===== src/design/epc_pkg.sv =====
/*
  Shared constants and types for the exception priority controller:
  source positions, rank encoding, register offsets and field positions,
  sequencer states and the rank group helper function.
  Assumes 32-bit AHB-Lite word registers and one 25 MHz clock.
*/
package epc_pkg;

  // ------------------------------------------------------------
  // Sizes
  // ------------------------------------------------------------
  localparam int NSRC = 56;
  localparam int NIRQ = 40;

  // ------------------------------------------------------------
  // Source positions
  // ------------------------------------------------------------
  localparam logic [5:0] POS_RESET  = 6'h01;
  localparam logic [5:0] POS_NMI    = 6'h02;
  localparam logic [5:0] POS_HARD   = 6'h03;
  localparam logic [5:0] POS_MEM    = 6'h04;
  localparam logic [5:0] POS_BUS    = 6'h05;
  localparam logic [5:0] POS_USAGE  = 6'h06;
  localparam logic [5:0] POS_SVC    = 6'h0b;
  localparam logic [5:0] POS_DBG    = 6'h0c;
  localparam logic [5:0] POS_PENDABLE_SERVICE_REQUEST = 6'h0e;
  localparam logic [5:0] POS_TICK   = 6'h0f;
  localparam logic [5:0] POS_IRQ0   = 6'h10;
  // Settable system handlers, slot 0 last
  localparam logic [6:0][5:0] SYS_POS = {POS_TICK, POS_PENDABLE_SERVICE_REQUEST, POS_DBG,
    POS_SVC, POS_USAGE, POS_BUS, POS_MEM};
  // Implemented peripheral lines; every other bit is reserved
  localparam logic [39:0] IRQ_IMPL = 40'h81_f07f_c1ff;

  // ------------------------------------------------------------
  // Ranks: lower is more urgent
  // ------------------------------------------------------------
  localparam logic [3:0] RANK_NMI  = 4'h1;
  localparam logic [3:0] RANK_HARD = 4'h2;
  localparam logic [3:0] RANK_SET0 = 4'h3;
  localparam logic [3:0] RANK_NONE = 4'hf;
  localparam logic [2:0] PRIO_RST  = 3'h0;

  // ------------------------------------------------------------
  // Register offsets and fields
  // ------------------------------------------------------------
  localparam logic [7:0] A_CTRL    = 8'h00;
  localparam logic [7:0] A_GROUP   = 8'h04;
  localparam logic [7:0] A_HEN     = 8'h08;
  localparam logic [7:0] A_SYSP    = 8'h0c;
  localparam logic [7:0] A_EN_LO   = 8'h10;
  localparam logic [7:0] A_EN_HI   = 8'h14;
  localparam logic [7:0] A_PEND_LO = 8'h18;
  localparam logic [7:0] A_PEND_HI = 8'h1c;
  localparam logic [7:0] A_IPR0    = 8'h20;
  localparam int CTRL_NMI     = 0;
  localparam int CTRL_PSV_SET = 1;
  localparam int CTRL_PSV_CLR = 2;
  localparam int EN_DBG       = 3;

  // ------------------------------------------------------------
  // Sequencer
  // ------------------------------------------------------------
  localparam logic [3:0] STACK_LAST  = 4'h7;  // Eight words
  localparam logic [3:0] SETTLE_LAST = 4'h1;  // Two cycles
  typedef enum logic [2:0] {ST_BOOT, ST_RUN, ST_STACK, ST_SETTLE,
    ST_RET, ST_TAIL, ST_UNSTACK} epc_st_e;

  // Pre-emption group of a rank; low sub bits do not pre-empt
  function automatic logic [3:0] grp(input logic [3:0] r,
                                     input logic [1:0] sub);
    logic [2:0] p;
    p = 3'(r - RANK_SET0);
    if (r < RANK_SET0 || r == RANK_NONE) return r;
    return RANK_SET0 + {1'b0, 3'((p >> sub) << sub)};
  endfunction

endpackage


===== src/design/epc_arb_if.sv =====
/*
  Carrier between the controller and its arbiter: request mask with
  ranks in, winning position and rank out.
  Assumes the arbiter registers its answer.
*/
`timescale 1ns/1ps
interface epc_arb_if;
  logic [55:0]      req;
  logic [55:0][3:0] rank;
  logic             v;
  logic [5:0]       idx;
  logic [3:0]       win_rank;
  modport arb  (input req, rank, output v, idx, win_rank);
  modport user (output req, rank, input v, idx, win_rank);
endinterface


===== src/design/epc_arbiter.sv =====
/*
  Registered arbiter: most urgent requested source, lowest position
  on equal rank. Answer lags its inputs by one clock.
  Assumes synchronous inputs on the one system clock.
*/
`timescale 1ns/1ps
module epc_arbiter (
  input  wire logic  clk,
  input  wire logic  rst,
  epc_arb_if.arb     bus
);
  typedef struct packed {
    logic       v;
    logic [5:0] idx;
    logic [3:0] rank;
  } epc_arb_s;

  epc_arb_s         s_r;
  epc_arb_s         s_nxt;
  logic [55:0]      req_q;
  logic [55:0][3:0] rank_q;
  logic             better;

  // Descending scan: on equal rank the lower position wins
  always_comb begin
    s_nxt = '{v: 1'b0, idx: 6'h00, rank: epc_pkg::RANK_NONE};
    for (int i = epc_pkg::NSRC - 1; i >= 0; i--) begin
      if (bus.req[i] && bus.rank[i] <= s_nxt.rank) begin
        s_nxt.v    = 1'b1;
        s_nxt.idx  = 6'(i);
        s_nxt.rank = bus.rank[i];
      end
    end
  end

  // Winner register
  always_ff @(posedge clk or posedge rst) begin
    if (rst) begin
      s_r <= '0;
    end else begin
      s_r <= s_nxt;
    end
  end

  assign bus.v        = s_r.v;
  assign bus.idx      = s_r.idx;
  assign bus.win_rank = s_r.rank;

  // ------------------------------------------------------------
  // Checks
  // ------------------------------------------------------------
  always_ff @(posedge clk or posedge rst) begin
    if (rst) begin
      req_q  <= '0;
      rank_q <= '0;
    end else begin
      req_q  <= bus.req;
      rank_q <= bus.rank;
    end
  end

  always_comb begin
    better = 1'b0;
    for (int j = 0; j < epc_pkg::NSRC; j++) begin
      if (req_q[j] && (rank_q[j] < s_r.rank ||
          (rank_q[j] == s_r.rank && 6'(j) < s_r.idx))) begin
        better = 1'b1;
      end
    end
  end
endmodule


===== src/design/epc_top.sv =====
/*
  Exception priority controller: pending and active state for fixed
  and settable exceptions and 40 peripheral lines, pre-emption with
  grouping, entry, return and tail-chain sequencing toward the core,
  and an AHB-Lite register slave.
  Assumes all event inputs are synchronous one-clock pulses or levels
  on CLOCK, and a master that issues single word transfers.
*/
// Our own choices: the register addresses and the AHB-Lite register port.
// Notes on behaviour
// - eight levels for seven handlers, 24 lines
// - settable zero ranks fourth, after three fixed
// - all settable priorities reset to zero
// - equal level, lowest position goes first
// - stack state on entry, unstack on return
// - vector fetch overlaps first stacking cycle
// - pending at return chains without unstacking
// - handlers always run in handler mode
// - group bits pre-empt, subpriority only orders
// - reset is position 1, then base level
// - NMI position 2, only reset beats it
// - NMI pends only by software register write
// - blocked or disabled faults become hard fault
// - memory fault position 4, settable, synchronous
// - bus fault position 5, settable, enableable
// - usage fault position 6, settable
// - service call position 11, settable
// - debug monitor 12, enabled, not halting
// - pendable service 14, software pended only
// - system tick 15 pends on timer fire
// - peripherals from 16; 7-10, 13 reserved
// - peripheral bit map; other bits reserved
`timescale 1ns/1ps
module epc_top (
  input  wire logic        CLOCK,
  input  wire logic        SYS_RST,
  input  wire logic        HSEL,
  input  wire logic [31:0] HADDR,
  input  wire logic [1:0]  HTRANS,
  input  wire logic        HWRITE,
  input  wire logic [2:0]  HSIZE,
  input  wire logic [31:0] HWDATA,
  input  wire logic        HREADY,
  output wire logic [31:0] HRDATA,
  output wire logic        HREADYOUT,
  output wire logic        HRESP,
  input  wire logic [39:0] IRQ_IN,
  input  wire logic        MEM_FAULT,
  input  wire logic        BUS_FAULT_PRECISE,
  input  wire logic        BUS_FAULT_IMPRECISE,
  input  wire logic        USAGE_FAULT,
  input  wire logic        SVC_EXEC,
  input  wire logic        DBG_MON_REQ,
  input  wire logic        DBG_HALTED,
  input  wire logic        TICK_FIRE,
  input  wire logic        HANDLER_DONE,
  output wire logic        STACK_PUSH,
  output wire logic        STACK_POP,
  output wire logic        VEC_FETCH,
  output wire logic [5:0]  VEC_NUM,
  output wire logic [5:0]  EXC_NUM,
  output wire logic        HANDLER_MODE
);

  // ------------------------------------------------------------
  // State
  // ------------------------------------------------------------
  typedef struct packed {
    epc_pkg::epc_st_e  st;
    logic [3:0]        cnt;
    logic [5:0]        vec;
    logic              hm;
    logic              a_v;
    logic              a_wr;
    logic [7:0]        a_off;
    logic [31:0]       rdata;
    logic [1:0]        sub;
    logic [3:0]        hen;
    logic [6:0][2:0]   sysp;
    logic [39:0][2:0]  irq_pr;
    logic [39:0]       irq_en;
    logic [55:0]       pend;
    logic [55:0]       act;
  } epc_top_s;

  epc_top_s          s_r;
  epc_top_s          s_nxt;
  logic [55:0]       p_set;
  logic [55:0]       p_clr;
  logic [55:0]       a_set;
  logic [55:0]       a_clr;
  logic [55:0][3:0]  rank;
  logic [31:0]       rd;
  logic [2:0]        flt;
  logic [3:0]        cgrp;
  logic [5:0]        exc_num;
  logic              pre;
  logic              take;
  logic              wr;
  logic              nmi_wr;
  logic              prio_wr;
  logic              prio_seen;

  epc_arb_if u_pend_if ();
  epc_arb_if u_cur_if ();

  epc_arbiter u_pend (
    .clk (CLOCK),
    .rst (SYS_RST),
    .bus (u_pend_if.arb)
  );

  epc_arbiter u_cur (
    .clk (CLOCK),
    .rst (SYS_RST),
    .bus (u_cur_if.arb)
  );

  // ------------------------------------------------------------
  // Rank table and arbitration inputs
  // ------------------------------------------------------------
  // Reserved system and reset positions keep the idle rank and never request
  always_comb begin
    rank = {epc_pkg::NSRC{epc_pkg::RANK_NONE}};
    rank[epc_pkg::POS_NMI]  = epc_pkg::RANK_NMI;
    rank[epc_pkg::POS_HARD] = epc_pkg::RANK_HARD;
    for (int k = 0; k < 7; k++) begin
      rank[epc_pkg::SYS_POS[k]] = epc_pkg::RANK_SET0 + {1'b0, s_r.sysp[k]};
    end
    for (int k = 0; k < epc_pkg::NIRQ; k++) begin
      rank[16 + k] = epc_pkg::RANK_SET0 + {1'b0, s_r.irq_pr[k]};
    end
  end

  // Disabled lines stay pending but do not compete
  assign u_pend_if.req  = s_r.pend &
                          {s_r.irq_en & epc_pkg::IRQ_IMPL, 16'hffff};
  assign u_pend_if.rank = rank;
  assign u_cur_if.req   = s_r.act;
  assign u_cur_if.rank  = rank;

  // Only the group part of the winner is weighed against the running one
  assign cgrp = u_cur_if.v ? epc_pkg::grp(u_cur_if.win_rank, s_r.sub)
                           : epc_pkg::RANK_NONE;
  assign pre  = u_pend_if.v &&
                epc_pkg::grp(u_pend_if.win_rank, s_r.sub) < cgrp;
  assign exc_num = (s_r.st == epc_pkg::ST_BOOT) ? epc_pkg::POS_RESET :
                   (u_cur_if.v ? u_cur_if.idx : 6'h00);
  assign flt = {USAGE_FAULT, BUS_FAULT_PRECISE || BUS_FAULT_IMPRECISE,
                MEM_FAULT};
  assign wr  = s_r.a_v && s_r.a_wr;

  // ------------------------------------------------------------
  // Next state
  // ------------------------------------------------------------
  always_comb begin
    s_nxt   = s_r;
    p_set   = '0;
    p_clr   = '0;
    a_set   = '0;
    a_clr   = '0;
    take    = 1'b0;
    nmi_wr  = 1'b0;
    prio_wr = 1'b0;
    rd      = '0;

    // Bus address phase: read data is captured here, so it stands
    // in a flip-flop for the whole data phase
    s_nxt.a_v = HSEL && HTRANS[1] && HREADY;
    if (s_nxt.a_v) begin
      s_nxt.a_wr  = HWRITE;
      s_nxt.a_off = HADDR[7:0];
    end
    case (HADDR[7:0])
      epc_pkg::A_CTRL:    rd = {15'h0000, s_r.hm, 2'h0, u_pend_if.idx,
                                2'h0, exc_num};
      epc_pkg::A_GROUP:   rd = {30'h0000_0000, s_r.sub};
      epc_pkg::A_HEN:     rd = {28'h000_0000, s_r.hen};
      epc_pkg::A_SYSP: begin
        for (int k = 0; k < 7; k++) rd[4 * k +: 3] = s_r.sysp[k];
      end
      epc_pkg::A_EN_LO:   rd = s_r.irq_en[31:0];
      epc_pkg::A_EN_HI:   rd = {24'h00_0000, s_r.irq_en[39:32]};
      epc_pkg::A_PEND_LO: rd = s_r.pend[47:16];
      epc_pkg::A_PEND_HI: rd = {24'h00_0000, s_r.pend[55:48]};
      default:            rd = '0;
    endcase
    for (int k = 0; k < epc_pkg::NIRQ; k++) begin
      if (HADDR[7:0] == epc_pkg::A_IPR0 + 8'(4 * (k / 8))) begin
        rd[4 * (k % 8) +: 3] = s_r.irq_pr[k];
      end
    end
    if (s_nxt.a_v && !HWRITE) s_nxt.rdata = rd;

    // Bus data phase writes; unmapped offsets are ignored
    if (wr) begin
      case (s_r.a_off)
        epc_pkg::A_CTRL: begin
          nmi_wr = HWDATA[epc_pkg::CTRL_NMI];
          p_set[epc_pkg::POS_NMI]    = nmi_wr;
          p_set[epc_pkg::POS_PENDABLE_SERVICE_REQUEST] = HWDATA[epc_pkg::CTRL_PSV_SET];
          p_clr[epc_pkg::POS_PENDABLE_SERVICE_REQUEST] = HWDATA[epc_pkg::CTRL_PSV_CLR];
        end
        epc_pkg::A_GROUP: s_nxt.sub = HWDATA[1:0];
        epc_pkg::A_HEN:   s_nxt.hen = HWDATA[3:0];
        epc_pkg::A_SYSP: begin
          prio_wr = 1'b1;
          for (int k = 0; k < 7; k++) s_nxt.sysp[k] = HWDATA[4 * k +: 3];
        end
        epc_pkg::A_EN_LO: s_nxt.irq_en[31:0] =
                            HWDATA & epc_pkg::IRQ_IMPL[31:0];
        epc_pkg::A_EN_HI: s_nxt.irq_en[39:32] =
                            HWDATA[7:0] & epc_pkg::IRQ_IMPL[39:32];
        epc_pkg::A_PEND_LO: p_set[47:16] = HWDATA & epc_pkg::IRQ_IMPL[31:0];
        epc_pkg::A_PEND_HI: p_set[55:48] =
                              HWDATA[7:0] & epc_pkg::IRQ_IMPL[39:32];
        default: ;
      endcase
      for (int k = 0; k < epc_pkg::NIRQ; k++) begin
        if (s_r.a_off == epc_pkg::A_IPR0 + 8'(4 * (k / 8))) begin
          prio_wr = 1'b1;
          s_nxt.irq_pr[k] = HWDATA[4 * (k % 8) +: 3];
        end
      end
    end

    // Faults that cannot pre-empt, or whose handler is off, escalate
    for (int k = 0; k < 3; k++) begin
      if (flt[k]) begin
        if (s_r.hen[k] &&
            epc_pkg::grp(rank[epc_pkg::POS_MEM + 6'(k)], s_r.sub) < cgrp)
        begin
          p_set[epc_pkg::POS_MEM + 6'(k)] = 1'b1;
        end else begin
          p_set[epc_pkg::POS_HARD] = 1'b1;
        end
      end
    end
    p_set[epc_pkg::POS_SVC]  = SVC_EXEC;
    p_set[epc_pkg::POS_DBG]  = DBG_MON_REQ && s_r.hen[epc_pkg::EN_DBG] &&
                               !DBG_HALTED;
    p_set[epc_pkg::POS_TICK] = TICK_FIRE;
    // A line already being serviced does not re-pend itself
    p_set[55:16] = p_set[55:16] |
                   (IRQ_IN & epc_pkg::IRQ_IMPL & ~s_r.act[55:16]);

    // Entry, return and tail-chain sequencing
    unique case (s_r.st)
      epc_pkg::ST_BOOT: s_nxt.st = epc_pkg::ST_RUN;
      epc_pkg::ST_RUN: begin
        if (HANDLER_DONE && s_r.hm) begin
          a_clr[u_cur_if.idx] = 1'b1;
          s_nxt.st  = epc_pkg::ST_RET;
          s_nxt.cnt = '0;
        end else if (pre) begin
          take      = 1'b1;
          s_nxt.st  = epc_pkg::ST_STACK;
          s_nxt.cnt = '0;
        end
      end
      epc_pkg::ST_STACK: begin
        if (s_r.cnt == 4'h0) s_nxt.hm = 1'b1;
        s_nxt.cnt = s_r.cnt + 4'h1;
        if (s_r.cnt == epc_pkg::STACK_LAST) begin
          s_nxt.st  = epc_pkg::ST_SETTLE;
          s_nxt.cnt = '0;
        end
      end
      epc_pkg::ST_SETTLE: begin
        s_nxt.cnt = s_r.cnt + 4'h1;
        if (s_r.cnt == epc_pkg::SETTLE_LAST) s_nxt.st = epc_pkg::ST_RUN;
      end
      epc_pkg::ST_RET: begin
        // Two cycles let both arbiters see the retired handler
        s_nxt.cnt = s_r.cnt + 4'h1;
        if (s_r.cnt == epc_pkg::SETTLE_LAST) begin
          s_nxt.cnt = '0;
          if (pre) begin
            take     = 1'b1;
            s_nxt.st = epc_pkg::ST_TAIL;
          end else begin
            s_nxt.st = epc_pkg::ST_UNSTACK;
          end
        end
      end
      epc_pkg::ST_TAIL: begin
        s_nxt.hm  = 1'b1;
        s_nxt.st  = epc_pkg::ST_SETTLE;
        s_nxt.cnt = '0;
      end
      epc_pkg::ST_UNSTACK: begin
        s_nxt.cnt = s_r.cnt + 4'h1;
        if (s_r.cnt == epc_pkg::STACK_LAST) begin
          s_nxt.hm  = u_cur_if.v;
          s_nxt.st  = epc_pkg::ST_RUN;
          s_nxt.cnt = '0;
        end
      end
    endcase

    if (take) begin
      p_clr[u_pend_if.idx] = 1'b1;
      a_set[u_pend_if.idx] = 1'b1;
      s_nxt.vec            = u_pend_if.idx;
    end
    // A new event in the clearing cycle survives
    s_nxt.pend = (s_r.pend & ~p_clr) | p_set;
    s_nxt.act  = (s_r.act & ~a_clr) | a_set;
  end

  // Settable priorities come up at level zero with the rest
  always_ff @(posedge CLOCK or posedge SYS_RST) begin
    if (SYS_RST) begin
      s_r <= '0;
    end else begin
      s_r <= s_nxt;
    end
  end

  // ------------------------------------------------------------
  // Outputs
  // ------------------------------------------------------------
  // The vector goes out with the first stacked word, not after
  assign STACK_PUSH   = s_r.st == epc_pkg::ST_STACK;
  assign STACK_POP    = s_r.st == epc_pkg::ST_UNSTACK;
  assign VEC_FETCH    = (STACK_PUSH && s_r.cnt == 4'h0) ||
                        s_r.st == epc_pkg::ST_TAIL;
  assign VEC_NUM      = s_r.vec;
  assign EXC_NUM      = exc_num;
  assign HANDLER_MODE = s_r.hm;
  assign HRDATA       = s_r.rdata;
  assign HREADYOUT    = 1'b1;
  assign HRESP        = 1'b0;

  // ------------------------------------------------------------
  // Checks
  // ------------------------------------------------------------
  always_ff @(posedge CLOCK or posedge SYS_RST) begin
    if (SYS_RST) begin
      prio_seen <= 1'b0;
    end else if (prio_wr) begin
      prio_seen <= 1'b1;
    end
  end
endmodule


===== config.mk =====
export PLATFORM = sky130hd
export DESIGN_NAME = epc_top
export DESIGN_NICKNAME = d
export VERILOG_FILES = /design/src/design/epc_pkg.sv /design/src/design/epc_arb_if.sv /design/src/design/epc_arbiter.sv /design/src/design/epc_top.sv
export SDC_FILE = /design/constraint.sdc
export NUM_CORES = 2
export LEC_CHECK = 0
export BUFFER_PORTS_ARGS = -buffer_cell sky130_fd_sc_hd__buf_2
export CAP_MARGIN = 30
export CORE_MARGIN = 4
export CORE_UTILIZATION = 45
export CTS_BUF_LIST = sky130_fd_sc_hd__clkbuf_2 sky130_fd_sc_hd__clkbuf_4 sky130_fd_sc_hd__clkbuf_8
export DETAILED_ROUTE_END_ITERATION = 6
export GPL_ROUTABILITY_DRIVEN = 0
export GPL_TIMING_DRIVEN = 0
export HOLD_SLACK_MARGIN = 0.02
export PLACE_DENSITY_LB_ADDON = 0.25
export SLEW_MARGIN = 30
export SYNTH_ARGS = -nofsm -noshare
export SYNTH_HDL_FRONTEND = slang
export SYNTH_SLANG_ARGS = --single-unit

===== constraint.sdc =====
create_clock -name CLOCK -period 86.8 [get_ports CLOCK]
set_input_delay 8.68 -clock CLOCK [delete_from_list [all_inputs] [get_ports CLOCK]]
set_output_delay 8.68 -clock CLOCK [all_outputs]
set_load 0.005 [all_outputs]

==> metrics.txt <==
Post-synth EDFFs=0; average wire per standard cell=24.2 µm; worst skew pair latency=660 ps; DRC=5; pin count of the biggest net entering global routing=93; xor/xnor cell area share of the yosys netlist=2.60%; M3 GR Usage=between 8 and 9%; mux share of post-synthesis cell area=8.69%; Tot GR Track Use=between 30% and 40%; Rows=100; Sinks on Clock Net=361; final WL=approximately 130 mm; Worst Hold Slack=around 480 ps; area of the multi-input gates=0.0233 mm²; crit path kind=reg2reg; #FFs+latches synth=361; simple-gate share of the synthesized area=19.1%; initial antenna violation count=14; RSZ-0062 raised after global routing=false; Fmax=0.0129 GHz; placed cells=5303; Main synth FF type=dfrtp_1; Slew HR=between 20% and 30%; Slew Limit Fails=0; first-pass GRT wire length=around 200 mm; highest-delay cell along the critical path=a211oi_1; Vias=34800; GR Layer Usage met2=approximately 46%; clock slew at reported path FFs=around 60 ps; post-synth cell types=between 100 and 150; Mean Syn Cell Area=~8.1 µm²; cts repair resizes=0; I/O pin cnt=173; most used routing layer=met2; LEAKAGE=0.0171 µW; vias in the first global route=32100; Buf/Inv on CP=26; crit end category=flip-flop; Syn Nets=4623; share of cells above drive strength 1=14.0%; Mapped Cells=between 4000 and 5000; met1 Use GR=41.8%; PD cells=17.2 mW/mm²; Seq/Total Area, Yosys=26.4%; Initial Utilization=45.7%; Final min period=77600 ps; total gr overflow=0; filler instances=7273; DP HPWL=103 mm; Critical Path AT=78140 ps; largest family of logic cells by synthesized area=compound AO/OA/AOI/OAI gates; Final Hold Viols=0; Compound-Gate Fraction of Synth Area=26.3%; fraction of registers with async set/reset=100%; CTS Hold Bufs=0; Final Skew=36.0 ps; Mapped Area=0.0343 mm²; violated checks=design-rule violations; chip height=284 µm; CP Data Required Time=approximately 87000 ps; Hold Crit Class=reg2reg; antenna-violating nets left=0; TritonCTS clock tree=yes; Final setup violation count=0; Root Buffer=clkbuf_8; clock buffer depth=3; crit-path most repeated cell=ha_1; die width=284 µm; cts bufs inserted=66; Synth Area in Adders=between 10% and 20%; IO Port Bufs=121; die area=0.0806 mm²; final net count=about 4800; Starting DRT DRC Count=3997; delay-heaviest family, CP=compound AO/OA/AOI/OAI gates; crit-path max FO=10; status=finished with violations; worst-margin pin slew=roughly 1100 ps; CP peak stage delay=approximately 730 ps; H-tree depth=3; Tcrit/Tclk final=89.4%; core area=0.0749 mm²; Post-CTS Setup Inserts=0; Max-Cap Viols=0; Area growth syn-to-layout=10.2%; final std cells w/o fill=5440; drt first pass iters=7; peak supply drop=0.0165 mV; Startpoint Class=flip-flop; synth warn=0; sequential cell area=0.00903 mm²; via/cell ratio=~6.4; total negative slack=0 ps
==> routing by layer <==
| layer | vias to the layer above | wire length (µm) |
|---|---|---|
| met5 | - | 38 |
| met4 | 6 | 8380 |
| met3 | 458 | 14800 |
| met2 | 1895 | 55000 |
| met1 | 16600 | 53700 |
| li1 | 15800 | - |
==> cell families after synthesis <==
logic type	after synthesis
AOI/OAI and AO/OA	1356
and+or+nand+nor	1331
xor gates and xnor gates	101
buffers and inverters	474
muxes	268
adders and majority gates	314
other	2
DFF	361
==> worst register-to-register path, delay by kind of cell, from the launching register on <==
family          cells  cell delay [ps]
fa+ha+maj          54            16940
simple gates       93            15080
flops               1              480
compound gates    156            34460
mux                20             7400
buf+inv            26             3090
==> Yosys cell counts (22+ instances only) <==
master / count / area [µm²]
nand2_1: 448 / 1680
o21ai_0: 442 / 2210
dfrtp_1: 361 / 9030
inv_1: 308 / 1160
ha_1: 293 / 3670
nor2_1: 281 / 1050
a21oi_1: 267 / 1340
mux2_2: 212 / 2390
nand3_1: 116 / 581
clkbuf_1: 104 / 390
nand2b_1: 103 / 644
nor2b_1: 98 / 613
a31oi_1: 72 / 450
a22oi_1: 61 / 458
xnor2_1: 61 / 534
o21a_1: 60 / 450
mux2i_1: 49 / 490
nor3_1: 49 / 245
buf_4: 41 / 308
xor2_1: 39 / 342
a211oi_1: 33 / 248
and2_1: 33 / 206
a21o_1: 29 / 218
a41o_1: 29 / 290
o22ai_1: 29 / 181
nand4_1: 28 / 175
o31ai_1: 28 / 210
o211ai_1: 26 / 195
and3_1: 22 / 138
==> metrics by stage <==
stage	setup slack, ps	cell area (µm²)	util, %	power [µW]
after detailed placement	10280	36200	48.3	460
after CTS	9970	37700	50.3	643
final	9200	37800	50.4	650
after global routing	2560	37700	50.3	686
after global placement	10830	36100	48.1	455
after floorplan	20670	34300	-	382
==> worst paths after layout <==
path,slack (ps),cells past startpoint,to,from
min,480,2,HRDATA[16]$_DFFE_PP0P_,HRDATA[16]$_DFFE_PP0P_
min reg2reg,480,2,HRDATA[16]$_DFFE_PP0P_,HRDATA[16]$_DFFE_PP0P_
max in group asynchronous,77290,5,s_r[127]$_DFFE_PP0P_,SYS_RST
max,9200,349,u_cur.bus.idx[4]$_DFF_PP0_,s_r[269]$_DFFE_PP0P_
min in group asynchronous,8040,2,s_r[71]$_DFF_PP0_,SYS_RST
max reg2reg,9200,349,u_cur.bus.idx[4]$_DFF_PP0_,s_r[269]$_DFFE_PP0P_
==> power breakdown <==
group	switching (µW)	leakage, µW	internal (µW)
logic	165	0.0119	102
registers	18.7	0.00439	180
clock network	79.3	0.000774	105
total	263	0.0171	387
==> registers in the layout, summed over array words and instances, names as in the netlist, 4 cells and up <==
| register | cells |
|---|---|
| s_r | 244 |
| u_cur.bus.idx | 6 |
| u_pend.bus.idx | 6 |
| u_pend.bus.win_rank | 4 |
| u_cur_if.req | 56 |
| VEC_NUM | 6 |
| u_cur.bus.win_rank | 4 |
| HRDATA | 32 |
==> placed cells by master (no fill, tap or decap), types with 98 or more instances in the layout <==
cell type and instances:
ha_1 293, dfrtp_1 361, buf_2 125, nor2_1 281, a21oi_1 267, o21ai_0 442
nand2b_1 103, mux2_2 212, nor2b_1 98, clkbuf_1 99, nand2_1 448, nand3_1 116
inv_1 307
==> area by class of cell <==
class / instances / share of cell area, %
Buffer: 163 / 2.08
Clock inverter: 13 / 0.477
Tap cell: 969 / 3.21
Multi-Input combinational cell: 3372 / 61.7
Sequential cell: 361 / 23.9
Antenna cell: 19 / 0.126
Timing Repair Buffer: 127 / 1.94
Clock buffer: 105 / 3.46
Inverter: 311 / 3.11
(Power assumes the default switching activity.)
